<file path="config.mk">
export PLATFORM = sky130hd
export DESIGN_NAME = upc_ctrl
export DESIGN_NICKNAME = d
export VERILOG_FILES = /design/src/common/upc_pkg.sv /design/src/hw/upc_sync.sv /design/src/hw/upc_ctrl.sv
export SDC_FILE = /design/constraint.sdc
export NUM_CORES = 1
export LEC_CHECK = 0
export ABC_AREA = 1
export BUFFER_PORTS_ARGS = -buffer_cell sky130_fd_sc_hd__buf_2
export CORE_MARGIN = 4
export CORE_UTILIZATION = 35
export DETAILED_ROUTE_END_ITERATION = 16
export PLACE_DENSITY = 0.61
export SLEW_MARGIN = 20
export SYNTH_ARGS = -nofsm -noshare
export SYNTH_HDL_FRONTEND = slang
export SYNTH_SLANG_ARGS = --single-unit
</file>
<file path="constraint.sdc">
create_clock -name i_clk -period 2.2 [get_ports i_clk]
set_input_delay 0.22 -clock i_clk [delete_from_list [all_inputs] [get_ports i_clk]]
set_output_delay 0.22 -clock i_clk [all_outputs]
set_load 0.02 [all_outputs]
</file>
<file path="src/common/upc_pkg.sv">
// upc_pkg: constants for the usb port fault and attach controller
package upc_pkg;
    // clock
    localparam int CLK_MHZ = 125;
    // intervals in their own units
    localparam int T_DIRECT_MS = 3;
    localparam int T_UV_MS = 2;
    localparam int T_FASTOFF_US = 80;
    localparam int T_DISCH_MS = 100;
    localparam int T_HICCUP_MS = 2000;
    localparam int T_FASTOFF_NS = 700;
    // derived cycle counts
    localparam int CYC_PER_US = CLK_MHZ;
    localparam int CYC_PER_MS = CLK_MHZ * 1000;
    localparam int CYC_DIRECT = T_DIRECT_MS * CYC_PER_MS;
    localparam int CYC_UV = T_UV_MS * CYC_PER_MS;
    localparam int CYC_FASTOFF = T_FASTOFF_US * CYC_PER_US;
    localparam int CYC_DISCH = T_DISCH_MS * CYC_PER_MS;
    localparam int CYC_HICCUP = T_HICCUP_MS * CYC_PER_MS;
    // fast-off latency budget in cycles, rounded down
    localparam int CYC_FASTOFF_RESP = (T_FASTOFF_NS * CLK_MHZ) / 1000;
    // timer width
    localparam int TMR_W = 28;
    // synchroniser depth
    localparam int SYNC_STAGES = 3;
    // attach state machine
    typedef enum logic [5:0] {
        ST_UNATT  = 6'h01,
        ST_ATT    = 6'h02,
        ST_DISCH  = 6'h04,
        ST_AUDIO  = 6'h08,
        ST_DWAIT  = 6'h10,
        ST_DIRECT = 6'h20
    } upc_att_t;
    // fault state machine
    typedef enum logic [3:0] {
        FS_RUN    = 4'h1,
        FS_UVWAIT = 4'h2,
        FS_HICCUP = 4'h4,
        FS_FOFF   = 4'h8
    } upc_flt_t;
endpackage

</file>
<file path="src/hw/upc_sync.sv">
// upc_sync: three-stage synchroniser with agreement filter for pin inputs
`timescale 1ns/1ps
module upc_sync
    import upc_pkg::*;
#(
    parameter int W = 1
)(
    // clock and reset
    input wire logic i_clk,
    input wire logic i_rst,
    // pins and filtered levels
    input wire logic [W-1:0] i_async,
    output logic [W-1:0] o_level
);
    logic [W-1:0] s1_r, s2_r, s3_r, lvl_r;
    logic [W-1:0] lvl_nxt;

    // change counts only once stages two and three agree
    always_comb
    begin
        lvl_nxt = lvl_r;
        for (int k = 0; k < W; k++)
        begin
            if (s2_r[k] == s3_r[k])
            begin
                lvl_nxt[k] = s3_r[k];
            end
        end
    end

    always_ff @(posedge i_clk)
    begin
        if (i_rst)
        begin
            s1_r <= '0;
            s2_r <= '0;
            s3_r <= '0;
            lvl_r <= '0;
        end
        else
        begin
            s1_r <= i_async;
            s2_r <= s1_r;
            s3_r <= s2_r;
            lvl_r <= lvl_nxt;
        end
    end

    assign o_level = lvl_r;
endmodule // upc_sync

</file>
<file path="src/hw/upc_ctrl.sv">
// upc_ctrl: fault handling and type-c attach sequencing of a usb charging port switch
`timescale 1ns/1ps
// How it works
// - overcurrent plus low output 2ms: hiccup
// - overcurrent, output high: stay current limiting
// - hiccup: switch off, reset to 5V
// - after 2s retry; repeat or resume
// - short-circuit comparator kills switch fast
// - fast-off holds 80us then restarts
// - persisting short repeats fast-off
// - start disabled, Rp on both pins
// - Rd on either pin means attach
// - VCONN goes to the Ra pin
// - attach enables VBUS and VCONN
// - detach: discharge 100ms, then monitor again
// - Ra on both pins: output off
// - CC1 grounded: direct start after 3ms
// - over-temperature shuts everything down
// - input overvoltage rise resets to 5V
module upc_ctrl
    import upc_pkg::*;
#(
    parameter int HICCUP_CYC = CYC_HICCUP,
    parameter int DISCH_CYC = CYC_DISCH,
    parameter int DIRECT_CYC = CYC_DIRECT,
    parameter int UV_CYC = CYC_UV
)(
    // clock and reset
    input wire logic i_clk,
    input wire logic i_rst,
    // analog comparators
    input wire logic i_overcurrent_flag,
    input wire logic i_out_uv,
    input wire logic i_short_circuit,
    input wire logic i_over_temp,
    input wire logic i_in_ovp,
    // cc termination detectors
    input wire logic i_cc1_rd,
    input wire logic i_cc2_rd,
    input wire logic i_cc1_ra,
    input wire logic i_cc2_ra,
    input wire logic i_cc1_grounded,
    // power path
    output logic o_switch_on,
    output logic o_discharge_on,
    output logic o_hv_mode_reset,
    output logic o_upstream_feedback_sink_to_5v,
    // cc control and fault status
    output logic o_cc1_rp_on,
    output logic o_cc2_rp_on,
    output logic o_vconn_cc1,
    output logic o_vconn_cc2,
    output logic o_fault_hiccup,
    output logic o_thermal_shutdown
);
    // ---------------------------------------------------------------
    // input synchronisation
    // ---------------------------------------------------------------
    logic [9:0] pins;
    logic [9:0] lv;
    logic oc, uv, scp, otp, ovp, rd1, rd2, ra1, ra2, gnd1;

    assign pins = {i_overcurrent_flag, i_out_uv, i_short_circuit, i_over_temp, i_in_ovp,
                   i_cc1_rd, i_cc2_rd, i_cc1_ra, i_cc2_ra, i_cc1_grounded};

    upc_sync #(.W(10)) u_sync (
        .i_clk(i_clk),
        .i_rst(i_rst),
        .i_async(pins),
        .o_level(lv)
    );

    assign {oc, uv, scp, otp, ovp, rd1, rd2, ra1, ra2, gnd1} = lv;

    // the sync path costs about 4 cycles, 32ns, well inside the fast-off budget
    // ---------------------------------------------------------------
    // fault sequencer
    // ---------------------------------------------------------------
    upc_flt_t flt_r, flt_nxt;
    logic [TMR_W-1:0] ftmr_r, ftmr_nxt;
    logic hv_rst_r, hv_rst_nxt;
    logic ovp_d_r;

    always_comb
    begin
        flt_nxt = flt_r;
        ftmr_nxt = ftmr_r;
        hv_rst_nxt = 1'b0;
        if (ovp && !ovp_d_r)
        begin
            hv_rst_nxt = 1'b1;
        end
        unique case (flt_r)
            FS_RUN:
            begin
                ftmr_nxt = '0;
                if (scp)
                begin
                    flt_nxt = FS_FOFF;
                end
                else if (oc && uv)
                begin
                    flt_nxt = FS_UVWAIT;
                end
            end
            FS_UVWAIT:
            begin
                ftmr_nxt = ftmr_r + 1'b1;
                if (scp)
                begin
                    flt_nxt = FS_FOFF;
                    ftmr_nxt = '0;
                end
                else if (!(oc && uv))
                begin
                    flt_nxt = FS_RUN;
                end
                else if (ftmr_r >= TMR_W'(UV_CYC - 1))
                begin
                    flt_nxt = FS_HICCUP;
                    ftmr_nxt = '0;
                    hv_rst_nxt = 1'b1;
                end
            end
            FS_HICCUP:
            begin
                ftmr_nxt = ftmr_r + 1'b1;
                if (ftmr_r >= TMR_W'(HICCUP_CYC - 1))
                begin
                    flt_nxt = FS_RUN;
                    ftmr_nxt = '0;
                end
            end
            FS_FOFF:
            begin
                ftmr_nxt = ftmr_r + 1'b1;
                if (ftmr_r >= TMR_W'(CYC_FASTOFF - 1))
                begin
                    // a lingering short re-enters fast-off from run
                    flt_nxt = FS_RUN;
                    ftmr_nxt = '0;
                end
            end
        endcase
    end

    always_ff @(posedge i_clk)
    begin
        if (i_rst)
        begin
            flt_r <= FS_RUN;
            ftmr_r <= '0;
            hv_rst_r <= 1'b0;
            ovp_d_r <= 1'b0;
        end
        else
        begin
            flt_r <= flt_nxt;
            ftmr_r <= ftmr_nxt;
            hv_rst_r <= hv_rst_nxt;
            ovp_d_r <= ovp;
        end
    end

    // ---------------------------------------------------------------
    // attach sequencer
    // ---------------------------------------------------------------
    upc_att_t att_r, att_nxt;
    logic [TMR_W-1:0] atmr_r, atmr_nxt;
    logic vc1_r, vc1_nxt, vc2_r, vc2_nxt;
    logic sink_seen;

    assign sink_seen = rd1 || rd2;

    always_comb
    begin
        att_nxt = att_r;
        atmr_nxt = '0;
        vc1_nxt = vc1_r;
        vc2_nxt = vc2_r;
        unique case (att_r)
            ST_UNATT:
            begin
                vc1_nxt = 1'b0;
                vc2_nxt = 1'b0;
                if (gnd1)
                begin
                    att_nxt = ST_DWAIT;
                end
                else if (ra1 && ra2)
                begin
                    att_nxt = ST_AUDIO;
                end
                else if (sink_seen)
                begin
                    att_nxt = ST_ATT;
                    vc1_nxt = ra1;
                    vc2_nxt = ra2 && !ra1;
                end
            end
            ST_ATT:
            begin
                if (!sink_seen)
                begin
                    att_nxt = ST_DISCH;
                    vc1_nxt = 1'b0;
                    vc2_nxt = 1'b0;
                end
            end
            ST_DISCH:
            begin
                atmr_nxt = atmr_r + 1'b1;
                if (atmr_r >= TMR_W'(DISCH_CYC - 1))
                begin
                    att_nxt = ST_UNATT;
                    atmr_nxt = '0;
                end
            end
            ST_AUDIO:
            begin
                if (!(ra1 && ra2))
                begin
                    att_nxt = ST_UNATT;
                end
            end
            ST_DWAIT:
            begin
                atmr_nxt = atmr_r + 1'b1;
                if (atmr_r >= TMR_W'(DIRECT_CYC - 1))
                begin
                    att_nxt = ST_DIRECT;
                    atmr_nxt = '0;
                end
            end
            ST_DIRECT:
            begin
                // latched: attach and detach logic stays off
                att_nxt = ST_DIRECT;
            end
            default:
            begin
                att_nxt = ST_UNATT;
            end
        endcase
    end

    always_ff @(posedge i_clk)
    begin
        if (i_rst)
        begin
            att_r <= ST_UNATT;
            atmr_r <= '0;
            vc1_r <= 1'b0;
            vc2_r <= 1'b0;
        end
        else
        begin
            att_r <= att_nxt;
            atmr_r <= atmr_nxt;
            vc1_r <= vc1_nxt;
            vc2_r <= vc2_nxt;
        end
    end

    // ---------------------------------------------------------------
    // registered outputs
    // ---------------------------------------------------------------
    logic sw_r, dis_r, rp1_r, rp2_r, ovc1_r, ovc2_r, hic_r, tsd_r;
    logic sw_nxt, fault_off;

    // thermal has no hysteresis pin; comparator itself holds 150/125 window
    assign fault_off = otp || (flt_nxt == FS_HICCUP) || (flt_nxt == FS_FOFF) || scp;

    always_comb
    begin
        sw_nxt = ((att_nxt == ST_ATT) || (att_nxt == ST_DIRECT)) && !fault_off;
    end

    always_ff @(posedge i_clk)
    begin
        if (i_rst)
        begin
            sw_r <= 1'b0;
            dis_r <= 1'b0;
            rp1_r <= 1'b0;
            rp2_r <= 1'b0;
            ovc1_r <= 1'b0;
            ovc2_r <= 1'b0;
            hic_r <= 1'b0;
            tsd_r <= 1'b0;
        end
        else
        begin
            sw_r <= sw_nxt;
            dis_r <= (att_nxt == ST_DISCH) && !otp;
            rp1_r <= (att_nxt != ST_DIRECT) && (att_nxt != ST_DWAIT) && !otp;
            rp2_r <= (att_nxt != ST_DIRECT) && (att_nxt != ST_DWAIT) && !otp;
            ovc1_r <= vc1_nxt && (att_nxt == ST_ATT) && !otp;
            ovc2_r <= vc2_nxt && (att_nxt == ST_ATT) && !otp;
            hic_r <= (flt_nxt == FS_HICCUP);
            tsd_r <= otp;
        end
    end

    assign o_switch_on = sw_r;
    assign o_discharge_on = dis_r;
    assign o_hv_mode_reset = hv_rst_r;
    assign o_upstream_feedback_sink_to_5v = hic_r;
    assign o_cc1_rp_on = rp1_r;
    assign o_cc2_rp_on = rp2_r;
    assign o_vconn_cc1 = ovc1_r;
    assign o_vconn_cc2 = ovc2_r;
    assign o_fault_hiccup = hic_r;
    assign o_thermal_shutdown = tsd_r;
endmodule // upc_ctrl

</file>
==> impl_metrics.ini, run 1 <==
[final_layout]
layout-drive-gt1-share = 0.118
multi_input_area_mm2 = 0.00238
area_growth_pct = 20.0
final_cells = 963
final_util = 0.430
nets = 780
n_antenna_cell = 0
stdcell_area_mm2 = 0.00627
fillers = 1431
ff_latch_area_mm2 = 0.00234

[cts]
cts_tree = done
cts_root_buf = clkbuf_16
clock_path_buffers = 2
cts.sinks = 117
htreeDepth = 4
clkTransAtPathRegs_ps = 50
clock_latency_ps = 410
numCtsBuffers = 17
postCtsSetupRepairBufs = 0

[timing]
setup_viol = 0
hold_viol = 0
holdWs_ps = 68.4
setup_ws_ps = 211
rsz0062_at_grt = false
period_share = 0.904
final.setup.tns_ps = 0
fmaxAchievable_mhz = 503
skew_ps = 5.57
slew_violations = 0
slew_headroom = 0.665
min_period_ps = 1990
worst_pin_slew_ps = 500

[synth]
ys.flop_type = dfxtp_1
yosysMostFrequentCell = nor2_1
yosysTopAreaCell = dfxtp_1
synth-edff-count = 0
ys_async_sr_fraction = 0
ys_seq_area_frac = 0.448
yosysTopAreaCellShare = 0.448
yosys_register_bits = 117
synth.avg_cell_area_um2 = 7.21
synth_area_leaders = dfxtp_1 45%, nor2_1 12%, inv_1 7.7%
synth_cells = 725
ys.warnings.count = 0
netlist_area_mm2 = 0.00522
ys_types = 39
synthTopCellsByCount = 163 x nor2_1, 117 x dfxtp_1, 107 x inv_1

[floorplanning]
ios = 22
die_y_um = 130
die-area_mm2 = 0.0169
initial_core_util = 0.358
fp-row-count = 44
die_w_um = 130
coreArea_mm2 = 0.0146

[placement]
place_congestion = 0.867
placed_area_mm2 = 0.00553
portBuffers = 21
dp_slack_ps = 218
dpl.hpwl_mm = 7.23
dp.cells = 921

[routing]
ant_nets = 0
via_per_inst = 4.53
first_iter_violations = 190
routedWlPerCell_um = 10.6
remaining_drc_errors = 0
routed-via-count = 4365
dr.pass1.iters = 5
wl_mm = 10.2

[critical_path]
startpoint_type = flop
cp-end-kind = flop
path_class = reg2reg
arrival_ps = 2290
crit_required_ps = 2500
cp_max_fo = 6

[grt]
grt_pass1_wl_mm = 18.0
grt.overflow.total = 0
antenna_found_initial = 0
grt_pass1_vias = 4098
track_usage = 0.131
grt_max_degree = 42

[pwr]
power.density_mw_per_mm2 = 829
vdd_drop_max_uv = 649
p_leak_nw = 2.54
p_total_mw = 5.20

[run]
cap_violations = 0

[hold_path]
hold_class = in2reg

[run_status]
status = finished, final reports clean
layout make-up:
cell class              instances  area share
repair buffers                 35      0.0395
inverters                     115      0.0688
well taps                     184      0.0367
clock buffers                  18      0.0700
clock inverters                14      0.0315
flip-flops and latches        117       0.374
multi-input cells             480       0.380
logic make-up (layout without fill, tap and decap cells):
| group | after synthesis | count (layout) | synth area share |
|---|---|---|---|
| AOI/OAI and AO/OA | 55 | 55 | 0.0577 |
| xor gates and xnor gates | 30 | 30 | 0.0503 |
| adders and majority gates | 2 | 2 | 0.00479 |
| buffers and inverters | 131 | 182 | 0.0989 |
| DFF | 117 | 117 | 0.448 |
| other | 1 | 4 | 0.000718 |
| and+or+nand+nor | 389 | 389 | 0.339 |
path summary, 6_finish.rpt:
kind                        from        endpoint  slack [ps]  cells past startpoint
hold / removal             i_rst        att_r[5]          70                      2
hold reg to reg   u_sync.s1_r[1]  u_sync.s2_r[1]         400                      2
setup reg to reg       ftmr_r[0]      ftmr_r[24]         210                     11
setup / recovery       ftmr_r[0]      ftmr_r[24]         210                     11
report_power, final:
group	switching, mW	total, mW	leakage, nW	internal [mW]
combinational	0.0487	0.0859	1.28	0.0373
clock	1.01	2.95	0.308	1.94
sequential	0.0106	2.16	0.949	2.15
total	1.07	5.20	2.54	4.12
layout by cell type (no fill, tap or decap), types with 2 or more instances in the layout:
master         synthesis  final
nor4_1                 6      6
ha_1                   2      2
nand4_1               19     19
xnor2_1                4      4
dfxtp_1              117    117
nor3b_1                2      2
a31oi_1                3      3
inv_2                  8      8
conb_1                 1      4
bufinv_16              0      4
o22ai_1                2      2
nand3_2                3      3
a211oi_1               3      3
nor3_2                 2      2
nor2_4                 7      7
nand3_1               35     35
inv_1                107    107
dlygate4sd3_1          0     10
xor2_1                26     26
a21oi_1               26     26
clkinv_2               0      2
buf_2                  5     21
inv_6                  0      5
nand2_2                6      7
nor2_2                 3      4
o21ai_0               16     16
nor2_1               163    162
buf_4                  3      3
o211ai_1               3      3
nor3_1                32     32
clkinvlp_4             0      2
nand2_1              104    103
clkbuf_16              0     17
worst max-delay path: stages (launching register included):
cell and delay (ps):
dfxtp_1 420, ha_1 220, nand3_1 170, inv_2 90
nand2_1 90, nor2_2 150, nand3_1 140, inv_1 100
nand3_1 110, nor3_2 160, xor2_1 170, nor2_1 50
state kept, by name, summed over array words and instances (netlist names), 4 cells and up:
name            count
u_sync.o_level     10
ftmr_r             28
u_sync.s1_r        10
flt_r               4
att_r               6
u_sync.s3_r        10
atmr_r             28
u_sync.s2_r        10
routing by layer:
metal	vias to the layer above	track usage	share of wire
met2	69	0.207	0.45
met3	15	0.0360	0.037
met4	0	0.0623	0.019
li1	2360	-	-
met1	1921	0.166	0.50
met5	-	0	0
what timing repair did:
item,4_1_cts,5_1_grt
endpoints found under the hold margin,10,0
setup endpoints to repair,0,3
hold buffers,10,0
gates resized for setup,0,2
No activity file was read; power rests on OpenSTA's default activity.
==> run 2: changes to the inputs <==
- PLACE_DENSITY: 0.61 -> not set
- PLACE_DENSITY_LB_ADDON: not set -> 0.3
==> run 2 against run 1 <==
Effect of this change: via count about the same; sequential power barely moved; clock-buffer cell count unchanged; critical path type unchanged; critical endpoint unchanged.
==> impl_metrics.ini, run 2 (synthesis gave the netlist of run 1 again) <==
[pwr]
power.density_mw_per_mm2 = 789
p_leak_nw = 2.51
vdd_drop_max_uv = 509

[grt]
antenna_found_initial = 0
grt_pass1_vias = 4045
track_usage = 0.135
grt_pass1_wl_mm = 18.4
grt.overflow.total = 0
grt_max_degree = 45

[critical_path]
rrSetupSlack_ps = 210
startpoint_type = flop
crit_required_ps = 2510
arrival_ps = 2300
r2r_start = ftmr_r[0]
cp-end-kind = flop
ff2ff_path_depth = 11
reg2reg_to = ftmr_r[24]
cp_max_fo = 6
path_class = reg2reg

[cts]
clock_path_buffers = 2
clkTransAtPathRegs_ps = 50
cts_tree = done
clock_latency_ps = 410
cts_hold_buf = 10
htreeDepth = 4
cts_resized = 0
cts.sinks = 117
cts_root_buf = clkbuf_16
postCtsSetupRepairBufs = 0
numCtsBuffers = 17

[timing]
rsz0062_at_grt = false
slew_violations = 0
slew_headroom = 0.626
final.setup.tns_ps = 0
setup_ws_ps = 210
hold_viol = 0
fmaxAchievable_mhz = 502
worst_pin_slew_ps = 559
min_period_ps = 1990
setup_viol = 0
skew_ps = 9.79
period_share = 0.905

[final_layout]
fillers = 1469
stdcell_area_mm2 = 0.00621
final_cell_mix = 163 x nor2_1, 117 x dfxtp_1, 107 x inv_1, 104 x nand2_1, 35 x nand3_1
nets = 780
area_growth_pct = 18.9
final_cells = 964
layout_commonest_cell = nor2_1
multi_input_area_mm2 = 0.00238
reg.largest.list = atmr_r x28, ftmr_r x28
ff_latch_area_mm2 = 0.00234
layout-drive-gt1-share = 0.116

[hold_path]
hold_end = att_r[0]
hold_class = in2reg
hp-start = i_rst
hold_depth = 3

[placement]
placed_area_mm2 = 0.00553
place_congestion = 0.820
portBuffers = 21
dp.cells = 921
dp_slack_ps = 242
dpl.hpwl_mm = 7.35

[routing]
routedWlPerCell_um = 10.7
wl_mm = 10.3
first_iter_violations = 278
ant_nets = 0
via_per_inst = 4.53
dr.pass1.iters = 5
routed-via-count = 4363
remaining_drc_errors = 0

[floorplanning]
die-area_mm2 = 0.0169
coreArea_mm2 = 0.0146
initial_core_util = 0.358
fp-row-count = 44
ios = 22
die_w_um = 130
die_y_um = 130

[run]
cap_violations = 0

[run_status]
status = finished, final reports clean
==> run 2: cell count changes in the layout (fill, tap and decap cells not counted) <==
cell       before  now
clkinv_2        2    1
diode_2         0    1
inv_8           0    2
clkinv_4        1    5
bufinv_16       4    1
nor2_1        162  163
inv_6           5    3
nor2_2          4    3
nand2_2         7    6
nand2_1       103  104
==> run 2: cell type report <==
cell class                 instances  area share
multi-input combinational        480       0.382
sequential                       117       0.377
clock buffer                      18      0.0707
inverter                         115      0.0695
timing repair buffer              35      0.0399
tap                              184      0.0371
clock inverter                    14      0.0230
antenna                            1    0.000403
==> run 2: routing by layer <==
layer	vias to the layer above	track usage	share of wire
li1	2371	-	-
met1	1929	0.181	0.51
met2	51	0.204	0.45
met3	12	0.0471	0.030
met4	0	0.0471	0.013
met5	-	0	0
==> run 2: worst max path at each step <==
stage               from         end  slack [ps]  cells after the start
2_1_floorplan  ftmr_r[0]  ftmr_r[24]         470                     11
3_3_place_gp   ftmr_r[0]  ftmr_r[24]         310                     11
3_5_place_dp   ftmr_r[0]  ftmr_r[24]         240                     11
4_1_cts        ftmr_r[0]  ftmr_r[24]         210                     11
5_1_grt        ftmr_r[0]  ftmr_r[24]          20                     11
6_report       ftmr_r[0]  ftmr_r[24]         210                     11
==> run 2: power by group <==
group | total (mW) | internal [mW] | switching, mW
clock network | 2.66 | 1.61 | 1.05
logic | 0.0862 | 0.0373 | 0.0489
registers | 2.16 | 2.15 | 0.0102
==> run 2: critical path, stage by stage (launching register included) <==
cell     delay (ps)
dfxtp_1         430
ha_1            220
nand3_1         160
inv_2            90
nand2_1          70
nor2_1          190
nand3_1         150
inv_1           110
nand3_1         120
nor3_2          150
xor2_1          160
nor2_1           50
==> run 2: metrics by stage <==
step           hold slack [ps]  utilization  power [mW]
2_1_floorplan              327            -        2.26
3_3_place_gp               389        0.379        2.28
3_5_place_dp               392        0.379        2.28
4_1_cts                    312        0.426        4.98
5_1_grt                    333        0.426        5.12
6_report                   317        0.426        4.90
